File: config.mk
export PLATFORM = sky130hd
export DESIGN_NAME = adc_frame_device_flat
export DESIGN_NICKNAME = d
export VERILOG_FILES = /design/src/shared/adc_link_pkg.sv /design/src/shared/adc_link_if.sv /design/src/rtl/sync_edge.sv /design/src/rtl/adc_frame_device.sv /design/src/flat_wrapper.sv
export SDC_FILE = /design/constraint.sdc
export NUM_CORES = 1
export LEC_CHECK = 0
export BUFFER_PORTS_ARGS = -buffer_cell sky130_fd_sc_hd__buf_4
export CAP_MARGIN = 30
export CORE_UTILIZATION = 56
export CTS_CLUSTER_SIZE = 25
export DETAILED_ROUTE_END_ITERATION = 6
export PLACE_DENSITY_LB_ADDON = 0.2
export SLEW_MARGIN = 20
export SYNTH_ARGS = -nofsm -noshare
export SYNTH_HDL_FRONTEND = slang
export SYNTH_HIERARCHICAL = 1
export SYNTH_SLANG_ARGS = --single-unit
File: constraint.sdc
create_clock -name MCLK -period 3.1 [get_ports MCLK]
set_input_delay 0.62 -clock MCLK [delete_from_list [all_inputs] [get_ports MCLK]]
set_output_delay 0.62 -clock MCLK [all_outputs]
set_load 0.01 [all_outputs]
File: src/shared/adc_link_pkg.sv
package adc_link_pkg;

    // ==========================================================
    // Conversion frame geometry
    // ==========================================================
    localparam int RES_W = 10;
    localparam int CTRL_W = 8;
    localparam logic [4:0] CONV_SLOTS = 5'h10;
    localparam logic [4:0] TRACK_LAST = 5'h03;
    localparam logic [4:0] HOLD_FIRST = 5'h04;
    localparam logic [4:0] RES_FIRST = 5'h05;
    localparam logic [4:0] RES_LAST = 5'h0e;
    localparam logic [4:0] CTRL_RISES = 5'h08;
    localparam int CHAN_B0_POS = 3;
    localparam int CHAN_B1_POS = 4;
    localparam int CHAN_B2_POS = 5;
    localparam logic CHAN_RESET = 1'b0;
    localparam logic [7:0] CTRL_RESET = 8'h00;

    // ==========================================================
    // Host shift clock timing
    // ==========================================================
    localparam int MCLK_NS = 50;
    localparam int SCLK_MAX_KHZ = 8000;
    localparam int SCLK_HALF_NS = 200;
    localparam int HALF_CYC = (SCLK_HALF_NS + MCLK_NS - 1) / MCLK_NS;
    localparam logic [2:0] HALF_LAST = 3'(HALF_CYC - 1);

    // ==========================================================
    // Host register map
    // ==========================================================
    localparam int ADDR_W = 4;
    localparam int DATA_W = 16;
    localparam logic [3:0] REG_CTRL = 4'h0;
    localparam logic [3:0] REG_STATUS = 4'h1;
    localparam logic [3:0] REG_RESULT = 4'h2;
    localparam int CTRL_START_POS = 0;
    localparam int CTRL_CHAN_POS = 1;
    localparam int CTRL_NCONV_LSB = 2;
    localparam int NCONV_W = 4;
    localparam int STAT_BUSY_POS = 0;
    localparam int STAT_VALID_POS = 1;
    localparam int STAT_CHAN_POS = 2;

endpackage

File: src/shared/adc_link_if.sv
`timescale 1ns/10ps
`default_nettype none
interface adc_link_if;
    logic cs_n;
    logic sclk;
    logic din;
    logic dout;
    logic dout_oe;
    logic dout_seen;

    // Weak pull-up stands in for the released line
    assign dout_seen = dout_oe ? dout : 1'b1;

    modport host (output cs_n, output sclk, output din, input dout_seen);
    modport device (input cs_n, input sclk, input din, output dout, output dout_oe);
endinterface
`default_nettype wire

File: src/rtl/sync_edge.sv
`timescale 1ns/10ps
`default_nettype none
module sync_edge #(
    parameter logic INIT = 1'b0
) (
    input wire logic clk,
    input wire logic rst_n,
    input wire logic d,
    output logic q,
    output logic rise,
    output logic fall
);
    logic meta;
    logic q_d;

    always_ff @(posedge clk or negedge rst_n) begin
        if (!rst_n) begin
            meta <= INIT;
            q <= INIT;
            q_d <= INIT;
        end else begin
            meta <= d;
            q <= meta;
            q_d <= q;
        end
    end

    assign rise = q && !q_d;
    assign fall = !q && q_d;
endmodule
`default_nettype wire

File: src/rtl/adc_frame_device.sv
// Functional notes
// RULE1: first three clocks track the selected input
// RULE2: remaining thirteen clocks hold and convert; HOLD here covers clocks 4 to 15 only, clock 16 is POWER_DOWN
// RULE3: result MSB first from fifth clock
// RULE4: host frames with 16N rising edges
// RULE5: output driven only while select low
// RULE6: power down when deselected or between conversions
// RULE7: retrack after 16Nth rise, hold N*16+4
// RULE8: shift clock ignored while deselected
// RULE9: select fall with clock low counts falling
// RULE10: clock high waits first real fall
// RULE11: control bits captured first eight rises
// RULE12: channel code applies to next conversion
// RULE13: don't-care control bits have no effect
// RULE14: bits five to three form channel field
// RULE15: low address bit picks input; middle forbidden
// RULE16: first input selected after reset
// RULE17: valid conversion from first frame
// RULE18: ten-bit straight binary result
// RULE19: host respects select to clock margins
// RULE20: output changes after fall, sampled rise
// RULE21: shift clock no faster than 8 MHz
// RULE22: zeros in lead and tail slots
// RULE23: host assembles result from slot positions
`timescale 1ns/10ps
`default_nettype none
module adc_frame_device (
    input wire logic MCLK,
    input wire logic RST_N,
    adc_link_if.device LINK,
    input wire logic [9:0] ANALOG_A,
    input wire logic [9:0] ANALOG_B,
    output logic TRACK,
    output logic HOLD,
    output logic POWER_DOWN,
    output logic CHANNEL,
    output logic [7:0] CTRL_WORD,
    output logic ADDR_FAULT,
    output logic [9:0] RESULT,
    output logic RESULT_VALID,
    output logic FRAME_ERROR
);

    // ==========================================================
    // Pin synchronisers
    // ==========================================================
    logic cs_s;
    logic cs_fall;
    logic cs_rise;
    logic sclk_s;
    logic sclk_rise;
    logic sclk_fall;
    logic din_s;

    sync_edge #(.INIT(1'b1)) u_cs (
        .clk(MCLK),
        .rst_n(RST_N),
        .d(LINK.cs_n),
        .q(cs_s),
        .rise(cs_rise),
        .fall(cs_fall)
    );

    // Clock rests high, so a low start value would fake an edge after reset
    sync_edge #(.INIT(1'b1)) u_sclk (
        .clk(MCLK),
        .rst_n(RST_N),
        .d(LINK.sclk),
        .q(sclk_s),
        .rise(sclk_rise),
        .fall(sclk_fall)
    );

    sync_edge #(.INIT(1'b0)) u_din (
        .clk(MCLK),
        .rst_n(RST_N),
        .d(LINK.din),
        .q(din_s),
        .rise(),
        .fall()
    );

    // ==========================================================
    // Internal gated shift clock events
    // ==========================================================
    logic frame;
    logic fall_ev;
    logic rise_ev;
    logic conv_start;
    logic [4:0] slot;
    logic [4:0] rises;
    logic [4:0] next_slot;

    assign frame = !cs_s;
    // Clock seen only inside a frame; a low resting clock turns the select fall into the first fall
    assign fall_ev = (cs_fall && !sclk_s) || (frame && sclk_fall); // RULE8 RULE9 RULE10
    assign rise_ev = frame && sclk_rise; // RULE8
    assign conv_start = fall_ev && (slot == 5'h00 || slot == adc_link_pkg::CONV_SLOTS); // RULE7
    assign next_slot = conv_start ? 5'h01 : slot + 5'h01;

    function automatic logic slot_bit(input logic [4:0] s, input logic [9:0] w);
        logic [4:0] idx;
        idx = adc_link_pkg::RES_LAST - s;
        if (s >= adc_link_pkg::RES_FIRST && s <= adc_link_pkg::RES_LAST) begin
            slot_bit = w[idx[3:0]]; // RULE3
        end else begin
            slot_bit = 1'b0; // RULE22
        end
    endfunction

    // ==========================================================
    // Slot and rise counters
    // ==========================================================
    always_ff @(posedge MCLK or negedge RST_N) begin
        if (!RST_N) begin
            slot <= 5'h00;
        end else if (!frame) begin
            slot <= 5'h00;
        end else if (fall_ev) begin
            slot <= next_slot; // RULE1 RULE2 RULE7
        end
    end

    always_ff @(posedge MCLK or negedge RST_N) begin
        if (!RST_N) begin
            rises <= 5'h00;
        end else if (!frame) begin
            rises <= 5'h00;
        end else if (conv_start) begin
            rises <= 5'h00;
        end else if (rise_ev && rises != adc_link_pkg::CONV_SLOTS) begin
            rises <= rises + 5'h01;
        end
    end

    // ==========================================================
    // Mode decode
    // ==========================================================
    assign TRACK = frame && slot != 5'h00 && slot <= adc_link_pkg::TRACK_LAST; // RULE1
    assign HOLD = frame && slot >= adc_link_pkg::HOLD_FIRST && slot < adc_link_pkg::CONV_SLOTS; // RULE2
    // Asleep outside frames and from the 16th fall to the next 1st fall
    assign POWER_DOWN = !frame || slot == 5'h00 || slot == adc_link_pkg::CONV_SLOTS; // RULE6

    // ==========================================================
    // Control word capture
    // ==========================================================
    logic [7:0] cw_shift;
    logic [7:0] next_word;
    logic pend_chan;

    assign next_word = {cw_shift[6:0], din_s};

    always_ff @(posedge MCLK or negedge RST_N) begin
        if (!RST_N) begin
            cw_shift <= adc_link_pkg::CTRL_RESET;
        end else if (rise_ev && rises < adc_link_pkg::CTRL_RISES) begin
            cw_shift <= next_word; // RULE11
        end
    end

    always_ff @(posedge MCLK or negedge RST_N) begin
        if (!RST_N) begin
            CTRL_WORD <= adc_link_pkg::CTRL_RESET;
            pend_chan <= adc_link_pkg::CHAN_RESET;
            ADDR_FAULT <= 1'b0;
        end else if (rise_ev && rises == adc_link_pkg::CTRL_RISES - 5'h01) begin
            CTRL_WORD <= next_word; // RULE11
            // Only the address field is looked at; the rest is don't-care
            pend_chan <= next_word[adc_link_pkg::CHAN_B0_POS]; // RULE13 RULE14 RULE15
            // Middle bit set gives an undefined result; flag it, keep using the low bit
            ADDR_FAULT <= next_word[adc_link_pkg::CHAN_B1_POS]; // RULE15
        end
    end

    // Pending code waits for the next track phase, never the running one
    always_ff @(posedge MCLK or negedge RST_N) begin
        if (!RST_N) begin
            CHANNEL <= adc_link_pkg::CHAN_RESET; // RULE16
        end else if (conv_start) begin
            CHANNEL <= pend_chan; // RULE12
        end
    end

    // ==========================================================
    // Sample, convert and serial output
    // ==========================================================
    logic [9:0] held;
    logic [9:0] tracked;

    // Input code is used as the ideal straight-binary conversion
    assign tracked = CHANNEL ? ANALOG_B : ANALOG_A; // RULE18

    always_ff @(posedge MCLK or negedge RST_N) begin
        if (!RST_N) begin
            held <= 10'h000;
        end else if (fall_ev && next_slot == adc_link_pkg::HOLD_FIRST) begin
            held <= tracked; // RULE2 RULE17
        end
    end

    always_ff @(posedge MCLK or negedge RST_N) begin
        if (!RST_N) begin
            LINK.dout <= 1'b0;
        end else if (!frame) begin
            LINK.dout <= 1'b0;
        end else if (fall_ev) begin
            LINK.dout <= slot_bit(next_slot, held); // RULE20 RULE3 RULE22
        end
    end

    always_ff @(posedge MCLK or negedge RST_N) begin
        if (!RST_N) begin
            LINK.dout_oe <= 1'b0;
        end else begin
            LINK.dout_oe <= frame; // RULE5
        end
    end

    always_ff @(posedge MCLK or negedge RST_N) begin
        if (!RST_N) begin
            RESULT <= 10'h000;
            RESULT_VALID <= 1'b0;
        end else begin
            RESULT_VALID <= 1'b0;
            if (fall_ev && next_slot == adc_link_pkg::CONV_SLOTS) begin
                RESULT <= held; // RULE18
                RESULT_VALID <= 1'b1;
            end
        end
    end

    // ==========================================================
    // Frame length check
    // ==========================================================
    // A frame must end on a whole conversion; stays until the next frame ends
    always_ff @(posedge MCLK or negedge RST_N) begin
        if (!RST_N) begin
            FRAME_ERROR <= 1'b0;
        end else if (cs_rise) begin
            FRAME_ERROR <= rises != 5'h00 && rises != adc_link_pkg::CONV_SLOTS; // RULE4
        end
    end

endmodule
`default_nettype wire

File: src/flat_wrapper.sv
// flat-port wrapper written by rule: the top's interface ports become plain ports
module adc_frame_device_flat 
  (MCLK, RST_N, ANALOG_A, ANALOG_B, TRACK, HOLD, POWER_DOWN, CHANNEL, CTRL_WORD, ADDR_FAULT, RESULT, RESULT_VALID, FRAME_ERROR, LINK_cs_n, LINK_sclk, LINK_din, LINK_dout, LINK_dout_oe);
  adc_link_if LINK_i ();
  input wire logic MCLK;
  input wire logic RST_N;
  input wire logic [9:0] ANALOG_A;
  input wire logic [9:0] ANALOG_B;
  output logic TRACK;
  output logic HOLD;
  output logic POWER_DOWN;
  output logic CHANNEL;
  output logic [7:0] CTRL_WORD;
  output logic ADDR_FAULT;
  output logic [9:0] RESULT;
  output logic RESULT_VALID;
  output logic FRAME_ERROR;
  input wire logic [$bits(LINK_i.cs_n)-1:0] LINK_cs_n;
  input wire logic [$bits(LINK_i.sclk)-1:0] LINK_sclk;
  input wire logic [$bits(LINK_i.din)-1:0] LINK_din;
  output wire logic [$bits(LINK_i.dout)-1:0] LINK_dout;
  output wire logic [$bits(LINK_i.dout_oe)-1:0] LINK_dout_oe;
  assign LINK_i.cs_n = LINK_cs_n;
  assign LINK_i.sclk = LINK_sclk;
  assign LINK_i.din = LINK_din;
  assign LINK_dout = LINK_i.dout;
  assign LINK_dout_oe = LINK_i.dout_oe;
  adc_frame_device u_core (.MCLK(MCLK), .RST_N(RST_N), .LINK(LINK_i), .ANALOG_A(ANALOG_A), .ANALOG_B(ANALOG_B), .TRACK(TRACK), .HOLD(HOLD), .POWER_DOWN(POWER_DOWN), .CHANNEL(CHANNEL), .CTRL_WORD(CTRL_WORD), .ADDR_FAULT(ADDR_FAULT), .RESULT(RESULT), .RESULT_VALID(RESULT_VALID), .FRAME_ERROR(FRAME_ERROR));
endmodule
# [Yosys cells after proc, flatten, opt, wreduce, memory -nomap -nowiden]
# Cells that the tools add are included.
[classes] n_eq_ne=5 order_cmp=7 n_addsub=3 mux=13 n_reduce_logical=32
[ops] cell="2-to-1 mux 5 bit" n=6
[ops] cell="logical AND 1 bit" n=19
[ops] cell="adder 5 x 1 -> 5 bit (second input constant)" n=2
[ops] cell="== test 5 x 3 -> 1 bit (second input constant)" n=2
[ops] cell="== test 5 bit (second input constant)" n=2
[ops] cell="greater-or-equal comparator 5 x 3 -> 1 bit (second input constant)" n=2
[ops] cell="2-to-1 mux 10 bit" n=1
[ops] cell="nonzero test 5 bit" n=2
[ops] cell="<= comparator 5 x 2 -> 1 bit (second input constant)" n=1
[ops] cell="<= comparator 5 x 4 -> 1 bit (second input constant)" n=1
[ops] cell="zero test 5 bit" n=1
[ops] cell="< comparator 4 x 5 -> 1 bit (second input constant)" n=1
[ops] cell="< comparator 5 x 4 -> 1 bit (second input constant)" n=1
[ops] cell="< comparator 5 bit (second input constant)" n=1
[ops] cell="2-to-1 mux 1 bit" n=5
[ops] cell="inequality test 5 bit (second input constant)" n=1
[ops] cell="binary-select mux 1 bit (select 4 bit)" n=1
[ops] cell="zero test 1 bit" n=4
[ops] cell="logical OR 1 bit" n=4
[ops] cell="subtractor 4 bit (first input constant)" n=1
[ops] cell="nonzero test 3 bit" n=1
[ops] cell="nonzero test 2 bit" n=1
[word_totals] inputBits=25 elab_cells=81 out_inout_bits=27 regBits=60

# [Longest topological paths before layout]
# Gate-level depths: netlist (run 1).
[logic_depth] depth_word=12 mapped_depth=12 mapped_depth_nobuf=11

# [Cells and area by module]
# Netlist (run 1), hierarchy kept.
[by_module_without_submodules] mod="adc_frame_device" instances=1 area_each_um2=2668.8 seq_area_each_um2=1251.2 cells_per_inst=218
[by_module_without_submodules] mod="sync_edge at u_core.u_cs ..." instances=2 area_each_um2=93.8 seq_area_each_um2=78.8 cells_per_inst=5
[by_module_without_submodules] mod="sync_edge at u_core.u_din" instances=1 area_each_um2=90.1 seq_area_each_um2=75.1 cells_per_inst=5

# [Worst setup path before layout (run 1)]
# Ideal clock, no wire load.
[synth_timing] path_kind="reg-to-reg" startpoint="reg u_core.u_cs.q" endpoint="reg u_core.LINK.dout" path_buffers=0 setup_time_ns=0.123 path_stages_with_launch=11 t_required_ns=2.977 period_less_slack_ns=2.840 path_slack_ns=0.260 t_arrival_ns=2.717 cell_sequence="dfstp_2 and2b_2 nor2b_1 nor2_1 o21ai_0 ha_1 mux2i_1 nor2_1 a22o_1 o311a_1 o221a_1"
[synth_via] elab_chain_cells=12 elab_cells_between_ends=17 cone_classes="1 x add/sub; 2 x order compare; 6 x mux; 8 x reduce/logical"
[synth_lines] element="start: declaration" line="sync_edge.sv:9" text="output logic q,"
[synth_lines] element="start signal: assignment" line="sync_edge.sv:23" text="q <= meta;"
[synth_lines] element="zero test 1 bit *" line="sync_edge.sv:29" text="assign fall = !q && q_d;"
[synth_lines] element="logical AND 1 bit *" line="sync_edge.sv:29"
[synth_lines] element="net u_core.cs_fall" line="adc_frame_device.sv:48" text="logic cs_fall;"
[synth_lines] element="logical AND 1 bit *" line="adc_frame_device.sv:96" text="assign fall_ev = (cs_fall && !sclk_s) || (frame && sclk_fall);"
[synth_lines] element="logical OR 1 bit *" line="adc_frame_device.sv:96"
[synth_lines] element="logical AND 1 bit" line="adc_frame_device.sv:98" text="assign conv_start = fall_ev && (slot == 5'h00 || slot == adc_link_pkg::CONV_SLOTS);"
[synth_lines] element="2-to-1 mux 5 bit" line="adc_frame_device.sv:99" text="assign next_slot = conv_start ? 5'h01 : slot + 5'h01;"
[synth_lines] element="subtractor 4 bit" line="adc_frame_device.sv:103" text="idx = adc_link_pkg::RES_LAST - s;"
[synth_lines] element="binary-select mux 1 bit (select 4 bit)" line="adc_frame_device.sv:105" text="slot_bit = w[idx[3:0]];"
[synth_lines] element="2-to-1 mux 1 bit (not written as such)" line="adc_frame_device.sv:105"
[synth_lines] element="2-to-1 mux 1 bit" line="adc_frame_device.sv:104" text="if (s >= adc_link_pkg::RES_FIRST && s <= adc_link_pkg::RES_LAST) begin"
[synth_lines] element="2-to-1 mux 1 bit" line="adc_frame_device.sv:206" text="end else if (fall_ev) begin"
[synth_lines] element="2-to-1 mux 1 bit" line="adc_frame_device.sv:204" text="end else if (!frame) begin"
[synth_lines] element="end signal: assignment" line="adc_frame_device.sv:207" text="LINK.dout <= slot_bit(next_slot, held);"
[synth_lines] element="end: declaration" line="adc_link_if.sv:15" text="modport device (input cs_n, input sclk, input din, output dout, output dout_oe);"
# The timed path passes the listed nets; every way through them passes the cells marked *. The select of a mux whose other input is x is not followed.
# A chain may end at the register's enable or synchronous reset.

# [Worst setup path in the final report (run 1)]
[layout_timing] startpoint="reg u_core.u_sclk.q" endpoint="reg u_core.LINK.dout"
[layout_via] elab_chain_cells=12 elab_cells_between_ends=17 cone_classes="1 x add/sub; 2 x order compare; 6 x mux; 8 x reduce/logical"
[layout_lines] element="start: declaration" line="sync_edge.sv:9"
[layout_lines] element="start signal: assignment" line="sync_edge.sv:23"
[layout_lines] element="zero test 1 bit *" line="sync_edge.sv:29"
[layout_lines] element="logical AND 1 bit *" line="sync_edge.sv:29"
[layout_lines] element="net u_core.sclk_fall" line="adc_frame_device.sv:52" text="logic sclk_fall;"
[layout_lines] element="logical AND 1 bit *" line="adc_frame_device.sv:96"
[layout_lines] element="logical OR 1 bit *" line="adc_frame_device.sv:96"
[layout_lines] element="logical AND 1 bit" line="adc_frame_device.sv:98"
[layout_lines] element="2-to-1 mux 5 bit" line="adc_frame_device.sv:99"
[layout_lines] element="subtractor 4 bit" line="adc_frame_device.sv:103"
[layout_lines] element="binary-select mux 1 bit (select 4 bit)" line="adc_frame_device.sv:105"
[layout_lines] element="2-to-1 mux 1 bit (not written as such)" line="adc_frame_device.sv:105"
[layout_lines] element="2-to-1 mux 1 bit" line="adc_frame_device.sv:104"
[layout_lines] element="2-to-1 mux 1 bit" line="adc_frame_device.sv:206"
[layout_lines] element="2-to-1 mux 1 bit" line="adc_frame_device.sv:204"
# Marked as above.

==> results.json, run 1 <==
{
  "clockBufferDepth": 2,
  "cts_tree": "yes",
  "ios": 52,
  "initial_core_util": 0.5995,
  "hold_viol": 0,
  "wl_per_cell_um": 14.96,
  "maxCapViolations": 0,
  "core_mm2": 0.004848,
  "slowest_stage": "dfstp_2",
  "gp_congestion": 0.8452,
  "cpPeakStageDelay_ns": 0.55,
  "drcViolationCount": 0,
  "synth_area_mm2": 0.002907,
  "outcome": "complete, no violations",
  "grt_use_total": 0.2182,
  "cts_sinks": 58,
  "power_density_mw_per_mm2": 493.3,
  "grt_pass1_vias": 1800,
  "ctsHoldBuffers": 0,
  "die-area_mm2": 0.005483,
  "path_clk_slew_ns": 0.07,
  "path_common_cell": "nor2_1",
  "crit_chain": "and2b_2 > nor2b_1 > o211a_1 > nor2_1 > ha_1 > mux2i_1 > nor2_1 > a22o_1 > o311a_1 > o221a_1",
  "worst_pin_slew_ns": 0.7184,
  "postCtsResizedCells": 0,
  "endpoint_kind": "register",
  "start_kind": "register",
  "layout_min_cycle_time_ns": 2.820,
  "setup-violations-final": 0,
  "tns_ns": 0,
  "port-buffer-count": 51,
  "max_freq_mhz": 354.6,
  "relSlewSlack": 0.5211,
  "nNetsFinal": 316,
  "p_leak_nw": 1.710,
  "clk_latency_ns": 0.33,
  "synth_warnings": 6,
  "cts-root-buf": "clkbuf_8",
  "ant_nets": 0,
  "fillCellCount": 347,
  "p_clk_frac": 0.407,
  "postSynthAreaPerCell_um2": 12.64,
  "maxSlewViolCount": 0,
  "die_y_um": 74.05,
  "seq_power_share": 0.490,
  "syn-num-nets": 260,
  "cts_setup_buffers": 0,
  "hp-class": "input pin to asynchronous set/reset pin",
  "grt_pass1_wl_mm": 8.562,
  "syn_to_final_growth_pct": 20.71,
  "critPathMaxFanout": 5,
  "grt_start_max_net_pins": 59,
  "required_ns": 3.31,
  "routed_wl_mm": 5.356,
  "hold_slack_ns": 0.3351,
  "dp_hpwl_mm": 3.652,
  "n_antenna_cell": 0,
  "htreeDepth": 3,
  "vias_per_cell": 5.302,
  "layout.cells.non_filler": 358,
  "peakVddDrop_v": 0.0003811,
  "die_w_um": 74.05,
  "core.rowCount": 25,
  "p_sw_uw": 402.8,
  "dp.cells": 342,
  "fin_util": 0.7236,
  "first_iter_violations": 110,
  "grt_antenna_before_repair": 0,
  "internal_power_mw": 1.328,
  "power_mw": 1.731,
  "synth_cells": 230,
  "criticalPathCategory": "register to register",
  "fin_skew_ns": 0.007899,
  "arrival_ns": 3.03,
  "drive_gt1_frac": 0.4742,
  "vias": 1898,
  "cts-buffers-inserted": 9,
  "p_sw_frac": 0.2328,
  "p_comb_frac": 0.103,
  "first_pass_iters": 4,
  "overflow": 0,
  "period_share": 0.9098,
  "rsz0062_at_grt": "false"
}
## layout by cell type (no fill, tap or decap), drive strengths merged, types with 6 or more instances in the layout
cell type / instances
inv: 7
dfstp: 6
nor2b: 7
dfrtp: 52
clkbuf: 12
nor2: 21
mux2: 46
nand3: 7
a21oi: 10
buf: 57
o21ai: 8
## final cells by class
cell class / count / area (um2) / share of cell area
Clock inverter: 4 / 50.05 / 0.01427
Timing Repair Buffer: 57 / 427.9 / 0.1220
Inverter: 7 / 26.28 / 0.007489
Multi-Input combinational cell: 153 / 1306 / 0.3723
Clock buffer: 12 / 155.1 / 0.04422
Sequential cell: 58 / 1459 / 0.4158
Tap cell: 67 / 83.83 / 0.02389
## metrics by stage
stage	worst slack, ns	instance area, um2
after floorplan	0.2597	2907
after global placement	0.3655	3303
after detailed placement	0.3017	3303
after CTS	0.2882	3508
after global routing	0.1492	3508
final	0.2797	3508
## sequential cells by signal (all words and copies together), names as in the netlist, 5 cells and up
| signal | cells |
|---|---|
| u_core/cw_shift | 7 |
| u_core/CTRL_WORD | 8 |
| u_core/rises | 5 |
| u_core/RESULT | 10 |
| u_core/slot | 5 |
| u_core/held | 10 |
## per-layer routing
metal | part of all wire | wire [um] | global-route usage | vias up
met3 | 0.047 | 251 | 0.06640 | 7
met2 | 0.47 | 2517 | 0.3333 | 51
met5 | 0 | 0 | 0 | -
met1 | 0.47 | 2527 | 0.2889 | 919
met4 | 0.011 | 60 | 0.09615 | 0
li1 | - | - | - | 921
## critical path, delay by kind of cell, from the launching register on
family,cells,cell delay (ns)
muxes,1,0.22
adders and majority gates,1,0.34
AOI/OAI and AO/OA,4,0.99
and+or+nand+nor,4,0.61
DFF,1,0.55
## power groups by stage
| stage | registers, mW | clock network (mW) | logic [mW] |
|---|---|---|---|
| 5_1_grt | 0.855 | 0.744 | 0.195 |
| 3_3_place_gp | 0.861 | 0 | 0.174 |
| 2_1_floorplan | 0.852 | 0 | 0.115 |
| 4_1_cts | 0.848 | 0.723 | 0.179 |
| 3_5_place_dp | 0.862 | 0 | 0.178 |
| 6_report | 0.849 | 0.704 | 0.178 |
## path summary, 6_finish.rpt
path	from	end	slack, ns	depth (start not counted)
max	u_core/u_sclk/q	u_core/LINK.dout	0.28	10
min	RST_N	u_core/u_din/meta	0.34	1
max reg2reg	u_core/u_sclk/q	u_core/LINK.dout	0.28	10
min reg2reg	u_core/u_sclk/meta	u_core/u_sclk/q	0.35	0
max in group asynchronous	RST_N	u_core/slot[1]	2.28	1
min in group MCLK	u_core/u_sclk/meta	u_core/u_sclk/q	0.35	0
No activity file was read; power rests on OpenSTA's default activity.
==> run 2, diff against run 1 <==
- RECOVER_POWER: default -> 25
==> run 2 against run 1 <==
Compared with the run above:
- setup slack worse by 0.025 ns
- via count up 0.16%
- clock power about the same
- critical endpoint unchanged
- largest power group unchanged
- maximum frequency down 0.87%
- sequential cell count did not move
==> results.json, run 2 (synthesis results as in run 1) <==
{
  "htreeDepth": 3,
  "dp.cells": 342,
  "layout_min_cycle_time_ns": 2.845,
  "dp_hpwl_mm": 3.652,
  "arrival_ns": 3.05,
  "ios": 52,
  "first_pass_iters": 4,
  "n_antenna_cell": 0,
  "relSlewSlack": 0.06382,
  "criticalPathCategory": "register to register",
  "core.rowCount": 25,
  "cts-root-buf": "clkbuf_8",
  "wl_per_cell_um": 14.96,
  "first_iter_violations": 97,
  "cts-buffers-inserted": 9,
  "maxSlewViolCount": 0,
  "ant_nets": 0,
  "mostFrequentLayoutCells": "53 x buf_4, 52 x dfrtp_1, 36 x mux2_2, 20 x nor2_1, 11 x clkbuf_8",
  "start_kind": "register",
  "dp_slack_ns": 0.3017,
  "final_common_cell": "buf_4",
  "syn_to_final_growth_pct": 20.62,
  "hold_slack_ns": 0.3586,
  "path_clk_slew_ns": 0.06,
  "p_leak_nw": 1.708,
  "max_freq_mhz": 351.5,
  "core_mm2": 0.004848,
  "setup_ws_ns": 0.2550,
  "cts_setup_buffers": 0,
  "fin_util": 0.7231,
  "fin_skew_ns": 0.007886,
  "hp-class": "register to register",
  "tns_ns": 0,
  "die-area_mm2": 0.005483,
  "layout.cells.non_filler": 358,
  "required_ns": 3.31,
  "clockBufferDepth": 2,
  "die_y_um": 74.05,
  "endpoint_kind": "register",
  "top_regs": "u_core/RESULT: 10 flops, u_core/held: 10 flops, u_core/CTRL_WORD: 8 flops",
  "cts_tree": "yes",
  "maxCapViolations": 0,
  "outcome": "complete, no violations",
  "drive_gt1_frac": 0.4708,
  "fillCellCount": 348,
  "overflow": 0,
  "clk_latency_ns": 0.33,
  "ctsHoldBuffers": 0,
  "critPathMaxFanout": 5,
  "worst_pin_slew_ns": 1.404,
  "routed_wl_mm": 5.356,
  "gp_congestion": 0.8452,
  "grt_antenna_before_repair": 0,
  "vias_per_cell": 5.310,
  "grt_pass1_vias": 1800,
  "initial_core_util": 0.5995,
  "drcViolationCount": 0,
  "vias": 1901,
  "grt_use_total": 0.2182,
  "hold_viol": 0,
  "die_w_um": 74.05,
  "rsz0062_at_grt": "false",
  "power_density_mw_per_mm2": 493.3,
  "nNetsFinal": 316,
  "port-buffer-count": 51,
  "grt_pass1_wl_mm": 8.562,
  "cts_sinks": 58,
  "period_share": 0.9177,
  "setup-violations-final": 0,
  "postCtsResizedCells": 0,
  "peakVddDrop_v": 0.0003658,
  "grt_start_max_net_pins": 59
}
## run 2: layer usage
metal,GRT usage,up-vias,wire length (um),share of wire
met5,0,-,0,0
met4,0.09615,0,60,0.011
met3,0.06640,7,257,0.048
met2,0.3333,53,2519,0.47
met1,0.2889,920,2518,0.47
li1,-,921,-,-
## run 2: stage by stage
stage	area (um2)	power, mW
detailed placement	3303	1.040
global route	3506	1.794
floorplan	2907	0.9663
global placement	3303	1.035
CTS	3508	1.750
finish	3506	1.730
## run 2: where the power goes
part / total, mW / switching (mW) / internal, mW
clock: 0.704 / 0.290 / 0.414
combinational: 0.177 / 0.0770 / 0.100
sequential: 0.848 / 0.0351 / 0.813
## run 2: final timing paths
check	start	to	slack, ns	cells after the start
worst max register to register	u_core/u_sclk/q	u_core/LINK.dout	0.25	10
worst min-delay path	u_core/u_sclk/meta	u_core/u_sclk/q	0.36	0
min in group asynchronous	RST_N	u_core/u_din/meta	0.61	1
worst min register to register	u_core/u_sclk/meta	u_core/u_sclk/q	0.36	0
worst max-delay path	u_core/u_sclk/q	u_core/LINK.dout	0.25	10
max in group asynchronous	RST_N	u_core/slot[1]	1.64	1
## run 2: layout make-up
type                       instances  area (um2)  area share
multi-input combinational        153        1306      0.3726
sequential                        58        1459      0.4161
inverter                           7       26.28    0.007495
timing repair buffer              57       425.4      0.1213
clock inverter                     4       50.05     0.01428
tap                               67       83.83     0.02391
clock buffer                      12       155.1     0.04425
## run 2: worst max-delay path: stages, from the launching register on
cell	delay (ns)
dfstp_1	0.56
and2b_2	0.23
nor2b_1	0.14
o211a_1	0.25
nor2_1	0.19
ha_1	0.34
mux2i_1	0.22
nor2_1	0.06
a22o_1	0.23
o311a_1	0.28
o221a_1	0.23
==> run 3, diff against run 2 <==
- CORE_UTILIZATION: 56 -> 60
- clock period: 3.1 -> 3.6 ns (I/O delays scaled with it)
==> run 3 against run 2 <==
Compared with the run above:
- maximum frequency fell by 10%
- via count down 0.42%
- non-clock buffer count down 4
- largest power group unchanged
- final area down 2.2%
- cell count down 5.3%
- global-route usage up 1.5 points
- critical endpoint unchanged
- critical path type unchanged
- sequential cell count stayed put
- register-to-register slack improved by 0.17 ns
- wire length down 0.78%
- power down 19%
==> results.json, run 3 (synthesis results as in run 1) <==
{
  "outcome": "complete, no violations",
  "endpoint_kind": "register",
  "maxCapViolations": 0,
  "path_clk_slew_ns": 0.06,
  "holdPathStages": 0,
  "worst_hold_startpoint": "u_core/u_din/meta",
  "grt_use_total": 0.2333,
  "fillCellCount": 317,
  "crit_chain": "inv_1 > ha_1 > and2b_4 > o21ai_4 > o21ai_0 > ha_1 > mux2i_1 > nor2_1 > a22o_1 > o311a_1 > o221a_1",
  "die_w_um": 71.60,
  "drcViolationCount": 0,
  "vias": 1893,
  "hp-class": "register to register",
  "overflow": 0,
  "peakVddDrop_v": 0.0002990,
  "r2r_start": "u_core/slot[0]",
  "core.rowCount": 24,
  "routed_wl_mm": 5.314,
  "ant_nets": 0,
  "syn_to_final_growth_pct": 17.91,
  "die-area_mm2": 0.005127,
  "setup-violations-final": 0,
  "first_iter_violations": 171,
  "port-buffer-count": 51,
  "rr_endpoint": "u_core/LINK.dout",
  "dp_hpwl_mm": 3.721,
  "layout_min_cycle_time_ns": 3.171,
  "wl_per_cell_um": 15.68,
  "fin_skew_ns": 0.003776,
  "clk_latency_ns": 0.33,
  "relSlewSlack": 0.07516,
  "cts-root-buf": "clkbuf_8",
  "criticalPathCategory": "register to register",
  "postCtsResizedCells": 0,
  "tns_ns": 0,
  "arrival_ns": 3.39,
  "top_regs": "u_core/RESULT: 10 flops, u_core/held: 10 flops, u_core/CTRL_WORD: 8 flops",
  "vias_per_cell": 5.584,
  "ctsHoldBuffers": 0,
  "required_ns": 3.82,
  "grt_start_max_net_pins": 59,
  "n_antenna_cell": 0,
  "cts_setup_buffers": 0,
  "gp_congestion": 0.8502,
  "htreeDepth": 3,
  "grt_antenna_before_repair": 0,
  "rsz0062_at_grt": "false",
  "cts_tree": "yes",
  "clockBufferDepth": 2,
  "max_freq_mhz": 315.4,
  "power_density_mw_per_mm2": 409.8,
  "start_kind": "register",
  "hold_viol": 0,
  "period_share": 0.8808,
  "worstSetupStartpoint": "u_core/slot[0]",
  "drive_gt1_frac": 0.4530,
  "die_y_um": 71.60,
  "ios": 52,
  "cpPeakStageDelay_ns": 0.56,
  "path_common_cell": "ha_1",
  "grt_pass1_wl_mm": 9.025,
  "mostFrequentLayoutCells": "52 x dfrtp_1, 49 x buf_4, 36 x mux2_2, 20 x nor2_1, 11 x clkbuf_8",
  "cts-buffers-inserted": 9,
  "initial_core_util": 0.6453,
  "worst_pin_slew_ns": 1.387,
  "critPathMaxFanout": 10,
  "first_pass_iters": 4,
  "r2r_cells": 11,
  "reg2reg_slack_ns": 0.43,
  "holdPathEnd": "u_core/u_din/q",
  "p_leak_nw": 1.675,
  "cts_sinks": 58,
  "hold_slack_ns": 0.3528,
  "final_common_cell": "dfrtp_1",
  "maxSlewViolCount": 0,
  "core_mm2": 0.004504,
  "grt_pass1_vias": 1922,
  "nNetsFinal": 312,
  "slowest_stage": "dfrtp_1"
}
[run 3: changes by cell type in the layout (fill, tap and decap cells not counted)]
cell        previous run  this run
bufinv_16              1         0
clkinvlp_4             2         1
dfstp_1                1         2
clkbuf_1               1         3
dfstp_2                5         4
buf_4                 53        49
[run 3: worst max path at each step]
stage,to
floorplan,u_core/LINK.dout
CTS,u_core/LINK.dout
finish,u_core/LINK.dout
detailed placement,u_core/LINK.dout
global route,u_core/LINK.dout
global placement,u_core/LINK.dout
[run 3: through the flow]
stage                     total power [mW]  instances  area (um2)  setup WS [ns]  utilization
final                                1.404        339        3427         0.4290       0.7608
after global routing                 1.470        339        3427         0.1243       0.7608
after CTS                            1.420        339        3430         0.4415       0.7614
after detailed placement            0.8930        323        3254         0.4359       0.7225
after global placement              0.8868        323        3254         0.4473       0.7225
after floorplan                     0.8321        230        2907         0.7597            -
[run 3: power breakdown]
part           switching (mW)  internal (mW)  total, mW  leakage, nW
combinational          0.0612         0.0827      0.144        0.845
sequential             0.0356          0.701      0.736        0.744
clock                   0.238          0.287      0.525       0.0867
[run 3: metal layers]
metal	vias to the layer above	global-route usage	routed length (um)
li1	912	-	-
met3	7	0.08158	394
met1	899	0.3270	2434
met4	0	0.06972	50
met2	75	0.3459	2434
met5	-	0	0
[run 3: cell type report]
cell class | instances | area [um2] | share of cell area
clock buffer | 14 | 162.7 | 0.04746
clock inverter | 2 | 12.51 | 0.003651
inverter | 7 | 26.28 | 0.007667
multi-input combinational | 153 | 1306 | 0.3812
sequential | 58 | 1459 | 0.4257
tap | 52 | 65.06 | 0.01899
timing repair buffer | 53 | 395.4 | 0.1154
[run 3: worst max-delay path: cells and delay by family (launching register included)]
kind	cells	cell delay, ns
buffers and inverters	1	0.17
AOI/OAI and AO/OA	5	1.15
adders and majority gates	2	0.65
DFF	1	0.56
and+or+nand+nor	2	0.25
muxes	1	0.29
